$ cat src/hw/ext_bus_pkg.sv
package ext_bus_pkg;

  localparam int ADDR_W = 24;
  localparam int DATA_W = 16;

  // Clock and transfer timing
  localparam int CLK_PERIOD_NS = 4;
  localparam int STROBE_NS = 16;
  localparam int STROBE_CYCLES = (STROBE_NS + CLK_PERIOD_NS - 1) / CLK_PERIOD_NS;
  localparam logic [2:0] STROBE_LAST = 3'(STROBE_CYCLES - 1);
  localparam int REFRESH_NS = 15600;
  localparam int REFRESH_CYCLES = REFRESH_NS / CLK_PERIOD_NS;
  localparam logic [11:0] REFRESH_LAST = 12'(REFRESH_CYCLES - 1);

  // Lane codes and reset values; lane enables are {upper, lower}, active low
  localparam logic [1:0] LANES_OFF = 2'h3;
  localparam logic [1:0] LANES_BOTH = 2'h0;
  localparam logic [1:0] LANES_LOWER = 2'h2;
  localparam logic [1:0] LANES_UPPER = 2'h1;
  localparam logic [17:0] PIN_SYNC_RESET = 18'h30000;

  typedef enum logic [2:0] {
    S_IDLE = 3'h0,
    S_ADDR = 3'h1,
    S_STROBE = 3'h2,
    S_RELEASE = 3'h3,
    S_GRANT = 3'h4
  } bus_state_type;

  typedef struct packed {
    bus_state_type state;
    logic [23:0] addr;
    logic [15:0] wdata;
    logic [15:0] dout;
    logic [15:0] rdata;
    logic write;
    logic io;
    logic refresh;
    logic word;
    logic second;
    logic [1:0] lanes_n;
    logic [2:0] cnt;
    logic rsp;
    logic [11:0] rcnt;
    logic rpend;
    logic ack_n;
  } bus_regs_type;

endpackage

$ cat src/hw/external_bus_sizing_and_grant.sv
`timescale 1ns/1ns
// Behaviour
// - Drive 24-bit non-multiplexed address, 16 MB space.
// - I/O transactions use the same address lines.
// - On bus request, tri-state, then assert acknowledge.
// - No refresh while bus acknowledge is asserted.
// - Assert upper lane enable for upper-lane transactions (I/O transactions here leave both lane enables negated).
// - Byte-wide memory splits word into a word transfer, then an odd-byte lower-lane transfer.
// - Slash-named signals active low, others active high.
// - Assert lower lane enable for lower-lane transactions (I/O transactions here leave both lane enables negated).
// - Even byte on lower lane, odd on upper.
module external_bus_sizing_and_grant (
  // Clock and reset
  input wire logic clk,
  input wire logic resetn,
  // Core request port
  input wire logic req_valid,
  output logic req_ready,
  input wire logic req_write,
  input wire logic req_io,
  input wire logic req_word,
  input wire logic [23:0] req_addr,
  input wire logic [15:0] req_wdata,
  // Core answer port
  output logic rsp_valid,
  output logic [15:0] rsp_rdata,
  // Address bus
  output logic [23:0] addr_out,
  output logic addr_oe_n,
  // Data bus
  input wire logic [15:0] data_in,
  output logic [15:0] data_out,
  output logic data_oe_n,
  // Bus control strobes
  output logic upper_lane_enable_n,
  output logic lower_lane_enable_n,
  output logic mem_read_n,
  output logic mem_write_n,
  output logic io_request_n,
  output logic io_read_n,
  output logic io_write_n,
  output logic refresh_strobe_n,
  output logic strobe_oe_n,
  // Sizing and bus hand-over
  input wire logic byte_wide_memory_ind_n,
  input wire logic bus_hold_request_n,
  output logic bus_grant_ack_n
);

  ext_bus_pkg::bus_regs_type r_reg;
  ext_bus_pkg::bus_regs_type r_next;
  logic [17:0] pins_s;
  logic hold_s;
  logic ind_s;
  logic [15:0] din_s;
  logic granted;
  logic last_cycle;

  pin_sync #(
    .WIDTH(18),
    .RESET_VALUE(ext_bus_pkg::PIN_SYNC_RESET)
  ) i_pin_sync (
    .clk(clk),
    .resetn(resetn),
    .async_in({bus_hold_request_n, byte_wide_memory_ind_n, data_in}),
    .sync_out(pins_s)
  );

  // Active-low pins are turned into asserted-high flags here only
  assign hold_s = !pins_s[17];
  assign ind_s = !pins_s[16];
  assign din_s = pins_s[15:0];

  assign granted = (r_reg.state == ext_bus_pkg::S_RELEASE) ||
                   (r_reg.state == ext_bus_pkg::S_GRANT);
  assign last_cycle = (r_reg.state == ext_bus_pkg::S_STROBE) &&
                      (r_reg.cnt == ext_bus_pkg::STROBE_LAST);

  // A pending refresh blocks new requests so refresh cannot starve
  assign req_ready = (r_reg.state == ext_bus_pkg::S_IDLE) && !hold_s && !r_reg.rpend;

  always_comb begin
    r_next = r_reg;
    r_next.rsp = 1'b0;
    unique case (r_reg.state)
      ext_bus_pkg::S_IDLE: begin
        r_next.lanes_n = ext_bus_pkg::LANES_OFF;
        r_next.cnt = 3'h0;
        r_next.second = 1'b0;
        if (hold_s) begin
          r_next.state = ext_bus_pkg::S_RELEASE;
        end else if (r_reg.rpend) begin
          r_next.state = ext_bus_pkg::S_ADDR;
          r_next.refresh = 1'b1;
          r_next.write = 1'b0;
          r_next.io = 1'b0;
          r_next.word = 1'b1;
          r_next.rpend = 1'b0;
          r_next.lanes_n = ext_bus_pkg::LANES_BOTH;
        end else if (req_valid) begin
          r_next.state = ext_bus_pkg::S_ADDR;
          r_next.refresh = 1'b0;
          r_next.write = req_write;
          r_next.io = req_io;
          r_next.word = req_word;
          r_next.wdata = req_wdata;
          r_next.rdata = 16'h0000;
          // Same address lines for memory and I/O; words are even-aligned
          r_next.addr = {req_addr[23:1], req_addr[0] & !req_word};
          if (req_word) begin
            r_next.dout = req_wdata;
          end else if (req_addr[0]) begin
            r_next.dout = {req_wdata[7:0], 8'h00};
          end else begin
            r_next.dout = {8'h00, req_wdata[7:0]};
          end
          if (req_io) begin
            r_next.lanes_n = ext_bus_pkg::LANES_OFF;
          end else if (req_word) begin
            r_next.lanes_n = ext_bus_pkg::LANES_BOTH;
          end else if (req_addr[0]) begin
            r_next.lanes_n = ext_bus_pkg::LANES_UPPER;
          end else begin
            r_next.lanes_n = ext_bus_pkg::LANES_LOWER;
          end
        end
      end
      ext_bus_pkg::S_ADDR: begin
        r_next.state = ext_bus_pkg::S_STROBE;
        r_next.cnt = 3'h0;
      end
      ext_bus_pkg::S_STROBE: begin
        if (r_reg.cnt != ext_bus_pkg::STROBE_LAST) begin
          r_next.cnt = r_reg.cnt + 3'h1;
        end else if (r_reg.word && !r_reg.io && !r_reg.refresh && !r_reg.second && ind_s) begin
          // Byte-wide memory: keep the even byte, then move the odd one on D7-0
          r_next.state = ext_bus_pkg::S_ADDR;
          r_next.second = 1'b1;
          r_next.addr = {r_reg.addr[23:1], 1'b1};
          r_next.dout = {8'h00, r_reg.wdata[15:8]};
          r_next.lanes_n = ext_bus_pkg::LANES_LOWER;
          if (!r_reg.write) begin
            r_next.rdata = {8'h00, din_s[7:0]};
          end
        end else begin
          r_next.state = ext_bus_pkg::S_IDLE;
          r_next.lanes_n = ext_bus_pkg::LANES_OFF;
          r_next.rsp = !r_reg.refresh;
          r_next.refresh = 1'b0;
          if (!r_reg.write && !r_reg.refresh) begin
            if (r_reg.second) begin
              r_next.rdata = {din_s[7:0], r_reg.rdata[7:0]};
            end else if (r_reg.word) begin
              r_next.rdata = din_s;
            end else if (r_reg.addr[0]) begin
              r_next.rdata = {8'h00, din_s[15:8]};
            end else begin
              r_next.rdata = {8'h00, din_s[7:0]};
            end
          end
        end
      end
      ext_bus_pkg::S_RELEASE: begin
        // Drivers went to high impedance on entry; acknowledge follows
        r_next.state = ext_bus_pkg::S_GRANT;
        r_next.ack_n = 1'b0;
      end
      ext_bus_pkg::S_GRANT: begin
        if (!hold_s) begin
          r_next.state = ext_bus_pkg::S_IDLE;
          r_next.ack_n = 1'b1;
        end
      end
      default: begin
        r_next.state = ext_bus_pkg::S_IDLE;
      end
    endcase
    // Refresh tick is counted even while granted, but only issued from idle
    if (r_reg.rcnt == ext_bus_pkg::REFRESH_LAST) begin
      r_next.rcnt = 12'h000;
      r_next.rpend = 1'b1;
    end else begin
      r_next.rcnt = r_reg.rcnt + 12'h001;
    end
  end

  always_ff @(posedge clk) begin
    if (!resetn) begin
      r_reg <= '{state: ext_bus_pkg::S_IDLE, lanes_n: ext_bus_pkg::LANES_OFF,
                 ack_n: 1'b1, default: '0};
    end else begin
      r_reg <= r_next;
    end
  end

  assign rsp_valid = r_reg.rsp;
  assign rsp_rdata = r_reg.rdata;
  assign addr_out = r_reg.addr;
  assign addr_oe_n = granted;
  assign strobe_oe_n = granted;
  assign data_out = r_reg.dout;
  assign data_oe_n = granted || !r_reg.write ||
                     !((r_reg.state == ext_bus_pkg::S_ADDR) ||
                       (r_reg.state == ext_bus_pkg::S_STROBE));
  assign upper_lane_enable_n = r_reg.lanes_n[1];
  assign lower_lane_enable_n = r_reg.lanes_n[0];
  assign mem_read_n = !((r_reg.state == ext_bus_pkg::S_STROBE) && !r_reg.io &&
                        !r_reg.refresh && !r_reg.write);
  assign mem_write_n = !((r_reg.state == ext_bus_pkg::S_STROBE) && !r_reg.io &&
                         !r_reg.refresh && r_reg.write);
  assign io_request_n = !(r_reg.io && ((r_reg.state == ext_bus_pkg::S_ADDR) ||
                                       (r_reg.state == ext_bus_pkg::S_STROBE)));
  assign io_read_n = !((r_reg.state == ext_bus_pkg::S_STROBE) && r_reg.io && !r_reg.write);
  assign io_write_n = !((r_reg.state == ext_bus_pkg::S_STROBE) && r_reg.io && r_reg.write);
  assign refresh_strobe_n = !((r_reg.state == ext_bus_pkg::S_STROBE) && r_reg.refresh);
  assign bus_grant_ack_n = r_reg.ack_n;
endmodule

$ cat src/hw/pin_sync.sv
`timescale 1ns/1ns
module pin_sync #(
  parameter int WIDTH = 18,
  parameter logic [WIDTH-1:0] RESET_VALUE = '0
) (
  // Clock and reset
  input wire logic clk,
  input wire logic resetn,
  // Pins in, synchronised copy out
  input wire logic [WIDTH-1:0] async_in,
  output logic [WIDTH-1:0] sync_out
);

  typedef struct packed {
    logic [WIDTH-1:0] meta;
    logic [WIDTH-1:0] sync;
  } sync_regs_type;

  sync_regs_type r_reg;
  sync_regs_type r_next;

  // The first stage feeds the second stage only
  always_comb begin
    r_next.meta = async_in;
    r_next.sync = r_reg.meta;
  end

  always_ff @(posedge clk) begin
    if (!resetn) begin
      r_reg <= '{meta: RESET_VALUE, sync: RESET_VALUE};
    end else begin
      r_reg <= r_next;
    end
  end

  assign sync_out = r_reg.sync;

endmodule

$ cat config.mk
export PLATFORM = sky130hd
export DESIGN_NAME = external_bus_sizing_and_grant
export DESIGN_NICKNAME = d
export VERILOG_FILES = /design/src/hw/ext_bus_pkg.sv /design/src/hw/external_bus_sizing_and_grant.sv /design/src/hw/pin_sync.sv
export SDC_FILE = /design/constraint.sdc
export NUM_CORES = 1
export LEC_CHECK = 0
export BUFFER_PORTS_ARGS = -buffer_cell sky130_fd_sc_hd__clkbuf_2
export CAP_MARGIN = 40
export CORE_MARGIN = 4
export CORE_UTILIZATION = 40
export CTS_CLUSTER_DIAMETER = 100
export DETAILED_ROUTE_END_ITERATION = 16
export GPL_TIMING_DRIVEN = 0
export PLACE_DENSITY = 0.66
export SYNTH_ARGS = -nofsm -noshare
export SYNTH_HDL_FRONTEND = slang
export SYNTH_SLANG_ARGS = --single-unit
$ cat constraint.sdc
create_clock -name clk -period 5.5 [get_ports clk]
set_clock_uncertainty 0.2 [all_clocks]
set_input_delay 1.1 -clock clk [delete_from_list [all_inputs] [get_ports clk]]
set_output_delay 1.1 -clock clk [all_outputs]
set_load 0.01 [all_outputs]
==> results.tsv, run 1 <==
stage	metric	value	unit
clocking	clk slew on worst S/H paths	0.06	ns
detailed_routing	1st-pass router iterations	5	
final_layout	fraction of layout cells with a size suffix above 1	31.85	%
synthesis	Post-Syn Area	0.005523	mm2
final_layout	antenna cells	0	
final_layout	most frequent cells in the layout	133 x clkbuf_2, 128 x dfxtp_1, 88 x nand2_1	
clocking	root buffer cell	clkbuf_16	
global_route	aggregate global routing overflow	0	
critical_path	WP depth	4	
final_layout	post-route insts no fill	961	
clocking	cts hold-fix bufs	0	
final_layout	commonest non-fill, non-tap cell in the layout	clkbuf_2	
place	IO Port Bufs	133	
power	Int Pwr	1.880	mW
critical_path	reg2reg path depth	7	
power	LEAKAGE	3.007	nW
timing	fin crit share	63.30	%
final_layout	# fillers	1257	
clocking	post-CTS setup buffers	0	
floorplan	DIE WIDTH	125.5	um
detailed_routing	final wirelength	13850	um
place	placed instance count	930	
worst_hold_path	worst hold path type	register to register	
power	Psw	0.6878	mW
synthesis	Synth async-reset ratio	0	%
timing	Final setup viols	0	
clocking	CTS H-tree depth	4	
critical_path	RR Endpoint	rsp_rdata[1]$_SDFFE_PN0P_	
floorplan	std cell rows	42	
clocking	CTS tree	built	
critical_path	peak fanout along the critical path	10	
critical_path	Crit path largest cell delay	0.48	ns
job	number of max-cap violations	0	
global_route	vias in the first global route	4629	
critical_path	CP cell instances	nor3b_2 > clkbuf_1 > nand3_1 > clkbuf_2	
clocking	worst-skew pair later-pin latency	0.42	ns
power	Pwr Total	2.568	mW
synthesis	Yosys reg bits	128	
critical_path	crit end category	output port	
detailed_routing	wire per inst	14.41	um
synthesis	Netlist cell types	60	
critical_path	Crit. Startpoint	r_reg[98]$_SDFFE_PN0P_	
synthesis	Post-synth EDFFs	0	
clocking	Inserted Clock Buffers	17	
synthesis	Post-Syn Instances	621	
synthesis	Main synth FF type	dfxtp_1	
timing	Worst-Margin Slew	0.6607	ns
detailed_routing	DRC	0	
floorplan	die span in y	125.5	um
critical_path	Crit path max-delay family	buffers and inverters	
critical_path	CP Buf/Inv Count	2	
floorplan	Initial Utilization	41.21	%
power	Sw Share	26.78	%
detailed_routing	via count	4851	
critical_path	Startpoint Class	register	
critical_path	crit path kind	register to output port	
clocking	CTS Sinks	128	
timing	Slew headroom	55.96	%
power	Seq pwr share	39.8	%
power	Comb pwr share	15.6	%
critical_path	worst reg2reg setup slack	3.33	ns
timing	unrepaired setup endpoints after global routing	no	
floorplan	Top-Level Pins	134	
timing	Final Hold Fails	0	
timing	min Tclk post-route	3.482	ns
floorplan	die area	0.01575	mm2
final_layout	Finished Core Util	52.34	%
detailed_routing	Post-DRT Antenna Nets	0	
final_layout	area delta synth->final	27.01	%
place	dpl cell area	0.006409	mm2
power	clock network power share	44.6	%
critical_path	Critical Path End	io_write_n	
place	DPL Wire Length	10530	um
final_layout	number of flip-flops under the largest register name	32	
place	GP Congestion	0.8936	
detailed_routing	starting DRC count in detailed routing	458	
global_route	largest net degree at the start of global routing	17	
timing	maximum clock rate	287.2	MHz
synthesis	yosys warns	0	
global_route	GRT Overall Usage	17.61	%
timing	Pins Over Slew Limit	0	
final_layout	# nets final	840	
global_route	initial antenna violation count	0	
critical_path	CP Data Required Time	4.20	ns
critical_path	CP max-delay cell	clkbuf_1	
floorplan	core box area	0.01340	mm2
timing	setup_tns	0	ns
power	Pwr per Cell Area	366.1	mW/mm2
detailed_routing	DR vias/cell	5.048	
global_route	first-pass GRT wire length	22430	um
critical_path	R2R Path Start	r_reg[15]$_SDFFE_PN0P_	
synthesis	post-synth net total	688	
clocking	CTS Buffer Depth	2	
critical_path	Crit path arrival time	2.18	ns
synthesis	register area share after synthesis	46.40	%
clocking	PostCTS Resize Cnt	0	
power	maximum vdd drop	241.3	uV
synthesis	Avg Synthesized Cell Area	8.893	um2
final_layout	Final Cell Area	0.007014	mm2
outcome	status	completed	
## power by group through the flow
stage | sequential [mW] | combinational, mW | clock (mW)
floorplan | 1.03 | 0.279 | 0
global placement | 1.04 | 0.393 | 0
detailed placement | 1.04 | 0.400 | 0
CTS | 1.02 | 0.402 | 1.17
global route | 1.03 | 0.442 | 1.21
finish | 1.02 | 0.401 | 1.15
## Yosys cell counts, drive strengths merged, types with 3 or more instances
library cell / count / area, um2
a211oi: 8 / 65.06
a21oi: 66 / 345.3
a22o: 16 / 140.1
a32oi: 8 / 70.07
and2: 34 / 212.7
buf: 76 / 541.8
clkbuf: 24 / 90.09
dfxtp: 128 / 2562
ha: 3 / 37.54
inv: 6 / 22.52
mux2: 3 / 33.78
mux2i: 8 / 80.08
nand2: 88 / 330.3
nand2b: 7 / 43.79
nand3: 10 / 50.05
nand4: 19 / 118.9
nor2: 28 / 107.6
nor2b: 7 / 43.79
nor3: 4 / 20.02
o21ai: 26 / 130.1
o22ai: 3 / 18.77
o2bb2ai: 8 / 70.07
xnor2: 3 / 26.28
xor2: 8 / 70.07
## worst reg2reg max path, cell delays in order, from the launching register on
cell and delay (ns):
dfxtp_1 0.32, ha_1 0.20, ha_1 0.26, mux2_2 0.34
o211a_1 0.15, buf_4 0.17, nand3_1 0.29, o2bb2ai_1 0.13
## layer usage
metal	GRT usage [%]	part of all wire (%)
met1	22.16	44
met2	28.41	47
met3	5.245	7.4
met4	6.888	1.7
met5	0	0
## through the flow
step	hold WS, ns	worst slack [ns]
floorplan	0.1863	2.839
global placement	0.1894	2.543
detailed placement	0.1953	2.560
CTS	0.2079	2.102
global route	0.2233	1.932
finish	0.2034	2.018
## how the worst min path moves through the flow
| stage | from | end | slack, ns | cells after the start |
|---|---|---|---|---|
| after global placement | i_pin_sync.r_next[17]$_SDFF_PN1_ | i_pin_sync.sync_out[17]$_SDFF_PN1_ | 0.19 | 1 |
| after CTS | i_pin_sync.r_next[17]$_SDFF_PN1_ | i_pin_sync.sync_out[17]$_SDFF_PN1_ | 0.21 | 1 |
| after floorplan | i_pin_sync.r_next[16]$_SDFF_PN1_ | i_pin_sync.sync_out[16]$_SDFF_PN1_ | 0.19 | 1 |
| after global routing | i_pin_sync.r_next[17]$_SDFF_PN1_ | i_pin_sync.sync_out[17]$_SDFF_PN1_ | 0.22 | 1 |
| final | i_pin_sync.r_next[17]$_SDFF_PN1_ | i_pin_sync.sync_out[17]$_SDFF_PN1_ | 0.20 | 1 |
| after detailed placement | i_pin_sync.r_next[17]$_SDFF_PN1_ | i_pin_sync.sync_out[17]$_SDFF_PN1_ | 0.20 | 1 |
## logic make-up after synthesis
kind of cell | Yosys count | share of synthesized area (%)
buffers and inverters | 107 | 11.92
AND/OR/NAND/NOR | 213 | 19.46
flip-flops | 128 | 46.40
XOR/XNOR | 11 | 1.745
AO/OA/AOI/OAI | 148 | 17.74
multiplexers | 11 | 2.062
adder cells (fa/ha/maj) | 3 | 0.6797
## layout make-up
cell class              instances  area [um2]  share of cell area [%]
inverters                       7       26.28                  0.3746
repair buffers                133       665.6                   9.490
well taps                     176       220.2                   3.139
flip-flops and latches        128        2562                   36.53
multi-input cells             386        2302                   32.82
plain buffers                 100       631.9                   9.008
clock inverters                14       180.2                   2.569
clock buffers                  17       425.4                   6.065
Power figures use the tool's default switching activity.
==> run 2, diff against run 1 <==
PLACE_DENSITY = 0.68   (was 0.66)
clock period = 3 ns   (was 5.5 ns; I/O delays follow)
==> results.tsv, run 2 (synthesis gave the netlist of run 1 again) <==
stage	metric	value	unit
outcome	status	completed	
timing	setup_tns	0	ns
clocking	root buffer cell	clkbuf_16	
critical_path	Crit path max-delay family	simple AND/OR/NAND/NOR gates	
global_route	largest net degree at the start of global routing	17	
detailed_routing	starting DRC count in detailed routing	368	
clocking	CTS Buffer Depth	2	
timing	Slew headroom	58.95	%
detailed_routing	wire per inst	14.72	um
final_layout	# nets final	840	
worst_hold_path	Hold Path Depth	2	
floorplan	Top-Level Pins	134	
global_route	GRT Overall Usage	17.80	%
critical_path	Crit path arrival time	2.05	ns
final_layout	most frequent cells in the layout	135 x clkbuf_2, 128 x dfxtp_1, 88 x nand2_1	
critical_path	Startpoint Class	register	
worst_hold_path	Worst Hold End	i_pin_sync.r_next[17]$_SDFF_PN1_	
timing	unrepaired setup endpoints after global routing	no	
clocking	post-CTS setup buffers	0	
job	number of max-cap violations	0	
critical_path	CP Buf/Inv Count	2	
final_layout	area delta synth->final	26.87	%
detailed_routing	final wirelength	14160	um
floorplan	die area	0.01575	mm2
timing	Pins Over Slew Limit	0	
power	Pwr per Cell Area	665.3	mW/mm2
place	IO Port Bufs	133	
detailed_routing	DR vias/cell	5.087	
critical_path	reg2reg path depth	8	
clocking	CTS H-tree depth	4	
global_route	initial antenna violation count	0	
worst_hold_path	Hold Startpoint	bus_hold_request_n	
detailed_routing	DRC	0	
critical_path	Crit path largest cell delay	0.47	ns
place	GP Congestion	0.8979	
detailed_routing	Post-DRT Antenna Nets	0	
critical_path	peak fanout along the critical path	10	
clocking	Inserted Clock Buffers	17	
clocking	cts hold-fix bufs	0	
floorplan	core box area	0.01340	mm2
timing	maximum clock rate	351.0	MHz
timing	min Tclk post-route	2.849	ns
critical_path	R2R Path Start	r_reg[15]$_SDFFE_PN0P_	
timing	Worst-Margin Slew	0.6157	ns
clocking	worst-skew pair later-pin latency	0.42	ns
timing	WHS	0.1641	ns
detailed_routing	via count	4894	
place	post-place setup slack	0.5099	ns
floorplan	die span in y	125.5	um
final_layout	number of flip-flops under the largest register name	32	
timing	fin crit share	94.98	%
critical_path	CP Data Required Time	2.20	ns
final_layout	fraction of layout cells with a size suffix above 1	32.19	%
clocking	clk slew on worst S/H paths	0.06	ns
timing	Final setup viols	0	
final_layout	commonest non-fill, non-tap cell in the layout	clkbuf_2	
floorplan	std cell rows	42	
clocking	CTS Sinks	128	
place	DPL Wire Length	10740	um
floorplan	DIE WIDTH	125.5	um
timing	Final Hold Fails	0	
worst_hold_path	worst hold path type	input pin to register	
critical_path	CP max-delay cell	dfxtp_1	
final_layout	antenna cells	0	
critical_path	CP cell instances	nor3b_2 > clkbuf_2 > nand3_1 > clkbuf_2	
power	LEAKAGE	3.009	nW
critical_path	RR Endpoint	data_out[6]$_SDFFE_PN0P_	
critical_path	crit end category	output port	
critical_path	crit path kind	register to output port	
timing	final worst slack	0.1506	ns
detailed_routing	1st-pass router iterations	5	
power	maximum vdd drop	393.1	uV
critical_path	most frequent CP cell	clkbuf_2	
floorplan	Initial Utilization	41.21	%
clocking	CTS tree	built	
global_route	vias in the first global route	4655	
critical_path	worst reg2reg setup slack	0.78	ns
global_route	first-pass GRT wire length	22710	um
global_route	aggregate global routing overflow	0	
## run 2: cell types whose count changed in the layout (fill, tap and decap cells not counted)
cell       before  now
bufinv_16       3    2
clkbuf_1       24   22
clkbuf_2      133  135
clkbuf_8        0    1
clkinv_4        2    4
inv_8           1    0
## run 2: power by group
group | switching, mW | internal, mW | total [mW] | leakage [nW]
clock | 0.790 | 1.26 | 2.05 | 0.292
sequential | 0.0660 | 1.81 | 1.87 | 1.05
combinational | 0.417 | 0.325 | 0.742 | 1.67
total | 1.27 | 3.39 | 4.66 | 3.01
## run 2: how the worst max path moves through the flow
stage	startpoint	to	slack, ns	depth (start not counted)
2_1_floorplan	r_reg[98]$_SDFFE_PN0P_	strobe_oe_n	0.84	4
3_3_place_gp	r_reg[98]$_SDFFE_PN0P_	io_write_n	0.53	4
3_5_place_dp	r_reg[98]$_SDFFE_PN0P_	io_write_n	0.51	4
4_1_cts	r_reg[98]$_SDFFE_PN0P_	io_write_n	0.05	4
5_1_grt	r_reg[98]$_SDFFE_PN0P_	io_write_n	0.06	4
6_report	r_reg[98]$_SDFFE_PN0P_	io_write_n	0.15	4
## run 2: routing by layer
metal  track usage [%]  wire length [um]
met5                 0                 0
met4             6.760               295
met3             5.928              1013
met2             28.85              6587
met1             21.98              6267
## run 2: worst register-to-register path: cells and delay by family, from the launching register on
| family | cells | cell delay [ns] |
|---|---|---|
| flip-flops | 1 | 0.33 |
| multiplexers | 1 | 0.35 |
| buffers and inverters | 2 | 0.36 |
| adder cells (fa/ha/maj) | 2 | 0.48 |
| AO/OA/AOI/OAI | 3 | 0.37 |
## run 2: area by class of cell
type | instances | area, um2
buffer | 100 | 634.4
clock buffer | 18 | 439.2
clock inverter | 14 | 156.4
fill | 1247 | 6394
inverter | 7 | 26.28
multi-input combinational | 386 | 2302
sequential | 128 | 2562
tap | 176 | 220.2
timing repair buffer | 133 | 665.6
## run 2: timing repair
| item | 4_1_cts | 5_1_grt |
|---|---|---|
| resized for setup | 0 | 4 |
| endpoints found under the hold margin | 0 | 0 |
| endpoints found under the setup margin | 0 | 4 |
## run 2: per-stage QoR
step	power (mW)	utilization, %	cells	instance area [um2]
3_5_place_dp	2.645	47.82	930	6409
5_1_grt	4.859	52.29	962	7007
2_1_floorplan	2.399	-	621	5523
6_report	4.662	52.29	962	7007
3_3_place_gp	2.622	47.82	930	6409
4_1_cts	4.701	52.27	962	7004
